$ cat src/verilog/port_alt_pkg.sv
//////////////////////////////////////////////////////////////////////////////
// Function
// - Port 5 pins 3 to 5 in alternate mode with function select 0 give an undefined output, shown here as driven low.
// - Bits 8 to 15 of the port 9 data register also read and write as bits 0 to 7 of a high alias.
// - Bits 8 to 15 of the port 9 direction register also read and write as bits 0 to 7 of a high alias.
// - Bits 8 to 15 of the port 9 mode control register also read and write as bits 0 to 7 of a high alias.
// - Bits 8 to 15 of the port 9 function select register also read and write as bits 0 to 7 of a high alias.
// - Port 9 pins 0, 1, 6 to 9 and 13 to 15 in alternate mode with function select 0 give an undefined output, shown here as driven low.
//////////////////////////////////////////////////////////////////////////////
package port_alt_pkg;
  localparam int          ADDR_W = 5;
  localparam logic [4:0]  A_P4_LATCH = 5'h00;
  localparam logic [4:0]  A_P4_DIR   = 5'h01;
  localparam logic [4:0]  A_P4_MODE  = 5'h02;
  localparam logic [4:0]  A_P4_OD    = 5'h03;
  localparam logic [4:0]  A_P5_LATCH = 5'h04;
  localparam logic [4:0]  A_P5_DIR   = 5'h05;
  localparam logic [4:0]  A_P5_MODE  = 5'h06;
  localparam logic [4:0]  A_P5_FSEL  = 5'h07;
  localparam logic [4:0]  A_P9_DATA  = 5'h08;
  localparam logic [4:0]  A_P9_DATAH = 5'h09;
  localparam logic [4:0]  A_P9_DIR   = 5'h0a;
  localparam logic [4:0]  A_P9_DIRH  = 5'h0b;
  localparam logic [4:0]  A_P9_MODE  = 5'h0c;
  localparam logic [4:0]  A_P9_MODEH = 5'h0d;
  localparam logic [4:0]  A_P9_FSEL  = 5'h0e;
  localparam logic [4:0]  A_P9_FSELH = 5'h0f;
  localparam logic [4:0]  A_P9_OD    = 5'h10;
  localparam logic [4:0]  A_P4_PIN   = 5'h11;
  localparam logic [4:0]  A_P5_PIN   = 5'h12;
  localparam logic [4:0]  A_P9_PIN   = 5'h13;
  localparam logic [7:0]  RST_BYTE   = 8'h00;
  localparam logic [7:0]  RST_DIR8   = 8'hff;
  localparam logic [15:0] RST_DIR16  = 16'hffff;
  localparam logic [15:0] RST_WORD   = 16'h0000;
  // pins whose alternate output needs function select 1
  localparam logic [7:0]  P5_FSEL_MASK = 8'h38;
  localparam logic [15:0] P9_FSEL_MASK = 16'he3c3;
endpackage

$ cat src/verilog/port_alt_function_control.sv
`timescale 1ns/10ps
module port_alt_function_control
(
  input  wire logic        i_sys_clk,
  input  wire logic        i_arst_n,
  input  wire logic [4:0]  i_addr,
  input  wire logic [15:0] i_wdata,
  input  wire logic        i_wr,
  input  wire logic        i_rd,
  output logic      [15:0] o_rdata,
  input  wire logic [7:0]  i_p4_alt,
  input  wire logic [7:0]  i_p5_alt1,
  input  wire logic [7:0]  i_p5_alt2,
  input  wire logic [15:0] i_p9_alt1,
  input  wire logic [15:0] i_p9_alt2,
  input  wire logic [7:0]  i_p4_pin,
  input  wire logic [7:0]  i_p5_pin,
  input  wire logic [15:0] i_p9_pin,
  output logic      [7:0]  o_p4_out,
  output logic      [7:0]  o_p4_oe,
  output logic      [7:0]  o_p5_out,
  output logic      [7:0]  o_p5_oe,
  output logic      [15:0] o_p9_out,
  output logic      [15:0] o_p9_oe
);

  typedef struct packed {
    logic [7:0]  port4_latch_bit;
    logic [7:0]  p4_dir;
    logic [7:0]  port4_mode_control;
    logic [7:0]  port4_open_drain_select;
    logic [7:0]  p5_latch;
    logic [7:0]  p5_dir;
    logic [7:0]  port5_mode_control;
    logic [7:0]  port5_function_select;
    logic [15:0] port9_data_reg;
    logic [15:0] port9_direction_reg;
    logic [15:0] port9_mode_control_reg;
    logic [15:0] port9_function_select_reg;
    logic [15:0] port9_open_drain_select;
    logic [15:0] rdata;
  } state_t;

  state_t s_q;
  state_t s_d;
  logic   [7:0]  p4_val;
  logic   [7:0]  p5_val;
  logic   [15:0] p9_val;
  logic   [7:0]  p5_drv;
  logic   [15:0] p9_drv;

  ////////////////////////////////////////////////////////////////////////////
  always_comb
  begin
    s_d = s_q;
    if (i_wr)
    begin
      case (i_addr)
        port_alt_pkg::A_P4_LATCH: s_d.port4_latch_bit = i_wdata[7:0];
        port_alt_pkg::A_P4_DIR:   s_d.p4_dir = i_wdata[7:0];
        port_alt_pkg::A_P4_MODE:  s_d.port4_mode_control = i_wdata[7:0];
        port_alt_pkg::A_P4_OD:    s_d.port4_open_drain_select = i_wdata[7:0];
        port_alt_pkg::A_P5_LATCH: s_d.p5_latch = i_wdata[7:0];
        port_alt_pkg::A_P5_DIR:   s_d.p5_dir = i_wdata[7:0];
        port_alt_pkg::A_P5_MODE:  s_d.port5_mode_control = i_wdata[7:0];
        port_alt_pkg::A_P5_FSEL:  s_d.port5_function_select = i_wdata[7:0];
        port_alt_pkg::A_P9_DATA:  s_d.port9_data_reg = i_wdata;
        // high alias writes
        // data high alias
        port_alt_pkg::A_P9_DATAH: s_d.port9_data_reg[15:8] = i_wdata[7:0];
        port_alt_pkg::A_P9_DIR:   s_d.port9_direction_reg = i_wdata;
        port_alt_pkg::A_P9_DIRH:
          s_d.port9_direction_reg[15:8] = i_wdata[7:0];
        port_alt_pkg::A_P9_MODE:  s_d.port9_mode_control_reg = i_wdata;
        port_alt_pkg::A_P9_MODEH:
          s_d.port9_mode_control_reg[15:8] = i_wdata[7:0];
        port_alt_pkg::A_P9_FSEL:  s_d.port9_function_select_reg = i_wdata;
        port_alt_pkg::A_P9_FSELH:
          s_d.port9_function_select_reg[15:8] = i_wdata[7:0];
        port_alt_pkg::A_P9_OD:    s_d.port9_open_drain_select = i_wdata;
        default: ;
      endcase
    end
    s_d.rdata = 16'h0000;
    if (i_rd)
    begin
      case (i_addr)
        port_alt_pkg::A_P4_LATCH: s_d.rdata = {8'h00, s_q.port4_latch_bit};
        port_alt_pkg::A_P4_DIR:   s_d.rdata = {8'h00, s_q.p4_dir};
        port_alt_pkg::A_P4_MODE:
          s_d.rdata = {8'h00, s_q.port4_mode_control};
        port_alt_pkg::A_P4_OD:
          s_d.rdata = {8'h00, s_q.port4_open_drain_select};
        port_alt_pkg::A_P5_LATCH: s_d.rdata = {8'h00, s_q.p5_latch};
        port_alt_pkg::A_P5_DIR:   s_d.rdata = {8'h00, s_q.p5_dir};
        port_alt_pkg::A_P5_MODE:
          s_d.rdata = {8'h00, s_q.port5_mode_control};
        port_alt_pkg::A_P5_FSEL:
          s_d.rdata = {8'h00, s_q.port5_function_select};
        port_alt_pkg::A_P9_DATA:  s_d.rdata = s_q.port9_data_reg;
        port_alt_pkg::A_P9_DATAH:
          s_d.rdata = {8'h00, s_q.port9_data_reg[15:8]};
        port_alt_pkg::A_P9_DIR:   s_d.rdata = s_q.port9_direction_reg;
        port_alt_pkg::A_P9_DIRH:
          s_d.rdata = {8'h00, s_q.port9_direction_reg[15:8]};
        port_alt_pkg::A_P9_MODE:  s_d.rdata = s_q.port9_mode_control_reg;
        port_alt_pkg::A_P9_MODEH:
          s_d.rdata = {8'h00, s_q.port9_mode_control_reg[15:8]};
        port_alt_pkg::A_P9_FSEL:
          s_d.rdata = s_q.port9_function_select_reg;
        port_alt_pkg::A_P9_FSELH:
          s_d.rdata = {8'h00, s_q.port9_function_select_reg[15:8]};
        port_alt_pkg::A_P9_OD:    s_d.rdata = s_q.port9_open_drain_select;
        port_alt_pkg::A_P4_PIN:   s_d.rdata = {8'h00, i_p4_pin};
        port_alt_pkg::A_P5_PIN:   s_d.rdata = {8'h00, i_p5_pin};
        port_alt_pkg::A_P9_PIN:   s_d.rdata = i_p9_pin;
        default:                  s_d.rdata = 16'h0000;
      endcase
    end
  end

  always_ff @(posedge i_sys_clk or negedge i_arst_n)
  begin
    if (!i_arst_n)
    begin
      s_q.port4_latch_bit           <= port_alt_pkg::RST_BYTE;
      s_q.p4_dir                    <= port_alt_pkg::RST_DIR8;
      s_q.port4_mode_control        <= port_alt_pkg::RST_BYTE;
      s_q.port4_open_drain_select   <= port_alt_pkg::RST_BYTE;
      s_q.p5_latch                  <= port_alt_pkg::RST_BYTE;
      s_q.p5_dir                    <= port_alt_pkg::RST_DIR8;
      s_q.port5_mode_control        <= port_alt_pkg::RST_BYTE;
      s_q.port5_function_select     <= port_alt_pkg::RST_BYTE;
      s_q.port9_data_reg            <= port_alt_pkg::RST_WORD;
      s_q.port9_direction_reg       <= port_alt_pkg::RST_DIR16;
      s_q.port9_mode_control_reg    <= port_alt_pkg::RST_WORD;
      s_q.port9_function_select_reg <= port_alt_pkg::RST_WORD;
      s_q.port9_open_drain_select   <= port_alt_pkg::RST_WORD;
      s_q.rdata                     <= port_alt_pkg::RST_WORD;
    end
    else
    begin
      s_q <= s_d;
    end
  end

  assign o_rdata = s_q.rdata;

  ////////////////////////////////////////////////////////////////////////////
  // pin drive; direction 1 means input
  always_comb
  begin
    p5_drv = s_q.port5_mode_control & port_alt_pkg::P5_FSEL_MASK
             & ~s_q.port5_function_select;
    p9_drv = s_q.port9_mode_control_reg & port_alt_pkg::P9_FSEL_MASK
             & ~s_q.port9_function_select_reg;
    p4_val = (s_q.port4_mode_control & i_p4_alt)
           | (~s_q.port4_mode_control & s_q.port4_latch_bit);
    p5_val = ((s_q.port5_mode_control
               & ((s_q.port5_function_select & i_p5_alt2)
                | (~s_q.port5_function_select & i_p5_alt1)))
           | (~s_q.port5_mode_control & s_q.p5_latch)) & ~p5_drv;
    p9_val = ((s_q.port9_mode_control_reg
               & ((s_q.port9_function_select_reg & i_p9_alt2)
                | (~s_q.port9_function_select_reg & i_p9_alt1)))
           | (~s_q.port9_mode_control_reg & s_q.port9_data_reg)) & ~p9_drv;
  end

  assign o_p4_out = p4_val;
  assign o_p5_out = p5_val;
  assign o_p9_out = p9_val;
  assign o_p4_oe = (s_q.port4_mode_control | ~s_q.p4_dir)
                   & ~(s_q.port4_open_drain_select & p4_val);
  assign o_p5_oe = s_q.port5_mode_control | ~s_q.p5_dir;
  assign o_p9_oe = (s_q.port9_mode_control_reg | ~s_q.port9_direction_reg)
                   & ~(s_q.port9_open_drain_select & p9_val);

  ////////////////////////////////////////////////////////////////////////////
  property p_data_alias;
    @(posedge i_sys_clk) disable iff (!i_arst_n)
    i_wr && i_addr == port_alt_pkg::A_P9_DATAH |=>
      s_q.port9_data_reg[15:8] == $past(i_wdata[7:0])
      && s_q.port9_data_reg[7:0] == $past(s_q.port9_data_reg[7:0]);
  endproperty
  a_data_alias: assert property (p_data_alias)
    else $error("data high alias write wrong");

  property p_dir_alias;
    @(posedge i_sys_clk) disable iff (!i_arst_n)
    i_rd && i_addr == port_alt_pkg::A_P9_DIRH |=>
      o_rdata == {8'h00, $past(s_q.port9_direction_reg[15:8])};
  endproperty
  a_dir_alias: assert property (p_dir_alias)
    else $error("direction alias read wrong");

  property p_mode_alias;
    @(posedge i_sys_clk) disable iff (!i_arst_n)
    i_wr && i_addr == port_alt_pkg::A_P9_MODEH |=>
      s_q.port9_mode_control_reg[15:8] == $past(i_wdata[7:0]);
  endproperty
  a_mode_alias: assert property (p_mode_alias)
    else $error("mode alias write wrong");

  property p_fsel_alias;
    @(posedge i_sys_clk) disable iff (!i_arst_n)
    i_rd && i_addr == port_alt_pkg::A_P9_FSELH |=>
      o_rdata[7:0] == $past(s_q.port9_function_select_reg[15:8])
      && o_rdata[15:8] == 8'h00;
  endproperty
  a_fsel_alias: assert property (p_fsel_alias)
    else $error("fsel alias read wrong");

  property p_port_mode;
    @(posedge i_sys_clk) disable iff (!i_arst_n)
    !s_q.port9_mode_control_reg[0] |->
      o_p9_out[0] == s_q.port9_data_reg[0]
      && o_p9_oe[0] == (!s_q.port9_direction_reg[0]
                        && !(s_q.port9_open_drain_select[0]
                             && s_q.port9_data_reg[0]));
  endproperty
  a_port_mode: assert property (p_port_mode)
    else $error("port mode drive wrong");

  property p_alt_mode;
    @(posedge i_sys_clk) disable iff (!i_arst_n)
    s_q.port4_mode_control[1] |-> o_p4_out[1] == i_p4_alt[1];
  endproperty
  a_alt_mode: assert property (p_alt_mode)
    else $error("alt mode drive wrong");

  property p_open_drain;
    @(posedge i_sys_clk) disable iff (!i_arst_n)
    s_q.port9_open_drain_select[8] && o_p9_out[8] |-> !o_p9_oe[8];
  endproperty
  a_open_drain: assert property (p_open_drain)
    else $error("open drain drove a one");

  property p_undef5;
    @(posedge i_sys_clk) disable iff (!i_arst_n)
    s_q.port5_mode_control[4] && !s_q.port5_function_select[4]
      |-> !o_p5_out[4];
  endproperty
  a_undef5: assert property (p_undef5)
    else $error("port5 undefined alt not low");

  property p_undef9;
    @(posedge i_sys_clk) disable iff (!i_arst_n)
    s_q.port9_mode_control_reg[13] && !s_q.port9_function_select_reg[13]
      |-> !o_p9_out[13];
  endproperty
  a_undef9: assert property (p_undef9)
    else $error("port9 undefined alt not low");

  c_od_seq: cover property (@(posedge i_sys_clk) disable iff (!i_arst_n)
    s_q.port9_open_drain_select[9] && s_q.port9_mode_control_reg[9]);
  c_alias_wr: cover property (@(posedge i_sys_clk) disable iff (!i_arst_n)
    i_wr && i_addr == port_alt_pkg::A_P9_DATAH);
  c_alt2: cover property (@(posedge i_sys_clk) disable iff (!i_arst_n)
    s_q.port5_mode_control[3] && s_q.port5_function_select[3]);

endmodule

$ cat config.mk
export PLATFORM = sky130hd
export DESIGN_NAME = port_alt_function_control
export DESIGN_NICKNAME = d
export VERILOG_FILES = /design/src/verilog/port_alt_pkg.sv /design/src/verilog/port_alt_function_control.sv
export SDC_FILE = /design/constraint.sdc
export NUM_CORES = 1
export LEC_CHECK = 0
export ABC_AREA = 0
export ABC_CLOCK_PERIOD_IN_PS = 4800
export CAP_MARGIN = 25
export CORE_UTILIZATION = 55
export DETAILED_ROUTE_END_ITERATION = 10
export DONT_BUFFER_PORTS = 1
export PLACE_DENSITY_LB_ADDON = 0.3
export SYNTH_ARGS = -nofsm -noshare
export SYNTH_HDL_FRONTEND = slang
export SYNTH_SLANG_ARGS = --single-unit
$ cat constraint.sdc
create_clock -name i_sys_clk -period 4.8 [get_ports i_sys_clk]
set_clock_uncertainty 0.2 [all_clocks]
set_input_delay 0.96 -clock i_sys_clk [delete_from_list [all_inputs] [get_ports i_sys_clk]]
set_output_delay 0.96 -clock i_sys_clk [all_outputs]
set_load 0.005 [all_outputs]
* Yosys cells after proc, flatten, opt, wreduce, memory -nomap -nowiden
Cells that the tools add are included.
** Word-level totals
- Logic and storage cells :: 103
- Input bits :: 113
- Output and inout bits :: 80
- Register bits after elaboration :: 160
** Cells by class
- Eq/ne operators :: 19
- Bitwise logic cells :: 38
- Reductions and logical operators :: 22
- Multiplexer cells :: 6
** Operators by type and width (number)
- $pmux 16 s20 :: 1
- $and 16x16->16 :: 8
- $not 16->16 :: 5
- $and 8x8->8 :: 9
- $pmux 8 s2 :: 4
- $not 8->8 :: 7
- $or 16x16->16 :: 3
- $eq 5x4->1 const B :: 8
- $or 8x8->8 :: 5
- $reduce_and 2->1 :: 17
- $eq 5x3->1 const B :: 4
- $eq 5x5->1 const B :: 4
- $mux 16 :: 1
- $eq 5x2->1 const B :: 2
- $and 6x8->8 :: 1
- $reduce_bool 2->1 :: 4
- $eq 5x1->1 const B :: 1
- $logic_not 5->1 :: 1

* Depth between registers and ports, before layout
- Word-level depth :: 9
- Depth in mapped cells :: 8
- Mapped depth without buffers :: 5

* Least setup slack after synthesis
OpenSTA, ideal clock, no wires.
- Path type :: input port to flip-flop
- From :: in i_addr[3]
- To :: reg s_q[21] (netlist bit)
- Path buffers :: 3
- Cell stages on the path :: 7
- Data arrival time :: 2.401 ns
- Slack :: 2.074 ns
- Data required time :: 4.475 ns
- Library setup time :: 0.125 ns
- Cell sequence :: buf_2 or3b_1 buf_2 nor3_4 nand2_4 buf_6 mux2_4
** On the way
- Longest elaborated chain between the ends :: 2
** RTL lines
- start, declared :: line port_alt_function_control.sv:6 : input wire logic [4:0] i_addr,
- $eq 5x5->1 :: line port_alt_function_control.sv:58 : case (i_addr)
- $reduce_and 2->1 (no line)
- end, declared :: line port_alt_function_control.sv:44 : state_t s_q;
Every way passes these cells.
A chain may end at the register's enable or synchronous reset.

* Worst setup path after layout
- From :: in i_addr[3]
- To :: reg s_q[29] (netlist bit)
The elaborated chain is that of the path after synthesis.

==> key figures <==
Yosys
  – Cells after synthesis: 822
  – Count of flip-flops with a built-in enable after synthesis: 0
  – Avg Synthesized Cell Area: between 10 and 15 sq um
  – Area of the mapped netlist: slightly below 9000 sq um
  – Fraction of registers with async set or reset after synthesis: 100%
  – Synth Warn #: 0
  – Sequential cell area fraction in the yosys report: 46.3%
  – Most used flip-flop cell after synthesis: sky130_fd_sc_hd__dfrtp_1
  – Count of state elements after synthesis: 160
  – Number of distinct library cell variants in the gate-level netlist after synthesis: 52
  – Net count of the mapped netlist: 935

Floorplan
  – Horiz. Die Dim: about 130 um
  – Chip height: between 100 and 150 um
  – Ports placed on the boundary: 193
  – Std-Cell Rows: 45
  – Core area: approximately 15,000 sq um
  – Die outline area: around 16,000 sq um
  – Initial core utilization: 56.8%

CTS
  – TritonCTS Sinks: 160
  – Maximum clock insertion buffer count: 2
  – Post-CTS sizing: 0
  – Post-cts hold buffer count: 0
  – # Post-CTS Setup Buffers: 0
  – H-Tree Level Count: 4
  – Later-pin clock latency in the skew report: 0.43 ns
  – Root cell of the clock tree: sky130_fd_sc_hd__clkbuf_16
  – TritonCTS buffer count: 17
  – CTS tree: built
  – Clock transition at the register clock pins on the worst setup and hold paths after CTS: 0.06 ns

Finish
  – Most frequent cells in the layout: sky130_fd_sc_hd__dfrtp_1, sky130_fd_sc_hd__mux2_2, sky130_fd_sc_hd__nand2_1, sky130_fd_sc_hd__o21ai_0, sky130_fd_sc_hd__a21oi_1
  – Final layout net count: around 900
  – Final instance area: ~9300 sq um
  – Area growth from synthesis to final layout: 6.91%
  – Number of antenna repair diodes: 0
  – Commonest non-fill, non-tap cell in the layout: sky130_fd_sc_hd__dfrtp_1
  – Share of post-route cells with drive strength above 1: 26.1%

Route
  – Post-route DRC: 0
  – Vias per Instance: 6.99
  – Wire per inst: 27.2 um
  – Drt initial violations: 835
  – Vias after detailed routing: 7,035
  – Remaining antenna violation count: 0
  – Number of detailed-route iterations in the first pass: 6
  – Total wirelength of the detailed-routed design: 27.4 mm

Timing
  – Hold violation total from the final report: 0
  – Fin. max-slew vios: 0
  – Final clock period utilization by the worst path: 61.3%
  – Normalized max-slew margin: 35.0%
  – Post-Route Setup TNS: 0 ns
  – Shortest period the worst path allows: 2.94 ns
  – Worst slew pin tran: 0.975 ns
  – RSZ-0062 raised after global routing: false
  – Final Setup Violations: 0
  – FMAX: about 0.34 GHz

Worst setup path
  – CP peak stage delay: 0.75 ns
  – Kind of critical path: in -> reg
  – Data arrival time of the worst path: 3.05 ns
  – Crit. End Element: flip-flop
  – Worst-path cell with the longest stage delay: sky130_fd_sc_hd__nor3_4
  – Worst path required time: between 4 and 5 ns
  – List of cells traversed by the critical path: or3b_1 -> nor3_4 -> nand2_4 -> mux2_4
  – Gate family responsible for the most delay along the worst path: simple AND/OR/NAND/NOR gates
  – Largest fanout on the critical path: 19
  – Number of buffer and inverter stages on the critical path: 0
  – Startpoint kind of the worst setup timing path: input port

Placement
  – Routability-driven placement congestion ratio: 0.939
  – Standard cell area after detailed placement: 8720 sq um
  – Number of buffers inserted by port buffering: 0
  – Detailed placer's ending HPWL: roughly 19 mm

GRT
  – Antenna violations before repair: 0
  – Vias in the first global route: 7,116
  – Total congestion overflow after global routing: 0
  – Global routing usage summed across all routing layers: 34.3%
  – First-pass GRT wire length: approximately 41 mm
  – Largest net degree at the start of global routing: 161

Job
  – Max-capacitance violation count: 0

Hold path
  – Type of the worst min-delay path: in -> async

Power
  – Max VDD drop: 255 uV
  – Leak Pwr: just under 4 nW
  – Power density of the placed cells: 425 nW/um^2

Run status
  – Result of the run: finished, final reports clean
cell type report:
cell class	count	area [sq um]
Tap cell	211	264
Clock inverter	11	165
Sequential cell	160	4040
Fill cell	1227	6040
Multi-Input combinational cell	579	4270
Clock buffer	21	450
Inverter	13	48.8
Timing Repair Buffer	12	90.1
metal layers:
layer / part of all wire, % / track usage, % / wire [um]
met4: 3.8 / 15.9 / 1030
met3: 11 / 11.1 / 3080
met1: 38 / 42.5 / 10400
met5: 0 / 0 / 0
met2: 47 / 54.5 / 13000
registers in the layout, summed over array words and instances (netlist names):
signal and count:
s_q 144, o_rdata 16
cells in the mapped netlist (4+ instances only):
cell type,n,share of area [%]
sky130_fd_sc_hd__buf_2,25,1.4
sky130_fd_sc_hd__buf_4,17,1.5
sky130_fd_sc_hd__a22o_1,6,0.60
sky130_fd_sc_hd__nand3b_1,9,0.77
sky130_fd_sc_hd__nor4_1,5,0.36
sky130_fd_sc_hd__dfrtp_1,128,37
sky130_fd_sc_hd__nor2b_1,28,2.0
sky130_fd_sc_hd__a21oi_1,47,2.7
sky130_fd_sc_hd__mux2_2,117,15
sky130_fd_sc_hd__clkbuf_1,26,1.1
sky130_fd_sc_hd__nand3_1,27,1.5
sky130_fd_sc_hd__nor3_1,4,0.23
sky130_fd_sc_hd__and4_1,8,0.80
sky130_fd_sc_hd__dfstp_2,32,9.6
sky130_fd_sc_hd__inv_1,13,0.56
sky130_fd_sc_hd__nand2b_1,11,0.79
sky130_fd_sc_hd__a31oi_1,13,0.93
sky130_fd_sc_hd__a22oi_1,31,2.7
sky130_fd_sc_hd__mux2i_1,37,4.2
sky130_fd_sc_hd__nand2_1,55,2.4
sky130_fd_sc_hd__o21ai_0,54,3.1
sky130_fd_sc_hd__o22ai_1,33,2.4
sky130_fd_sc_hd__nor2_1,34,1.5
sky130_fd_sc_hd__mux2_4,10,1.7
sky130_fd_sc_hd__a32oi_1,8,0.80
sky130_fd_sc_hd__a221oi_1,5,0.50
logic make-up (layout without fill, tap and decap cells):
group                  count (synthesis)  count (layout)  synth area share, %
AOI/OAI and AO/OA                    216             216                 15.6
DFF                                  160             160                 46.3
muxes                                165             165                 21.3
and+or+nand+nor                      198             198                 12.0
buffers and inverters                 83              57                 4.76
through the flow:
stage	util (%)	setup slack, ns	hold WS [ns]	cells	total power [mW]
finish	60.7	1.86	0.0260	1007	3.97
global route	60.7	1.86	0.00281	1007	4.11
floorplan	-	2.07	0.269	822	2.36
detailed placement	56.7	1.48	0.298	975	2.54
global placement	56.7	1.49	0.281	975	2.50
CTS	60.7	1.94	0.0130	1007	3.96
power breakdown:
group | switching, mW | leakage [nW] | internal (mW)
Clock | 0.546 | 0.289 | 0.881
Sequential | 0.267 | 1.99 | 1.64
Combinational | 0.305 | 1.59 | 0.333
Total | 1.12 | 3.86 | 2.85
path summary, 6_finish.rpt:
path | startpoint | endpoint | slack [ns] | cells past startpoint
worst max-delay path | i_addr[3] | s_q[29] | 1.86 | 4
worst min-delay path | i_arst_n | o_rdata[10] | 0.03 | 0
worst max register to register | s_q[44] | o_rdata[4] | 2.92 | 5
worst min register to register | s_q[72] | s_q[72] | 0.31 | 2
max in group asynchronous | i_arst_n | s_q[73] | 4.02 | 0
min in group i_sys_clk | s_q[72] | s_q[72] | 0.31 | 2
Power figures use the tool's default switching activity.
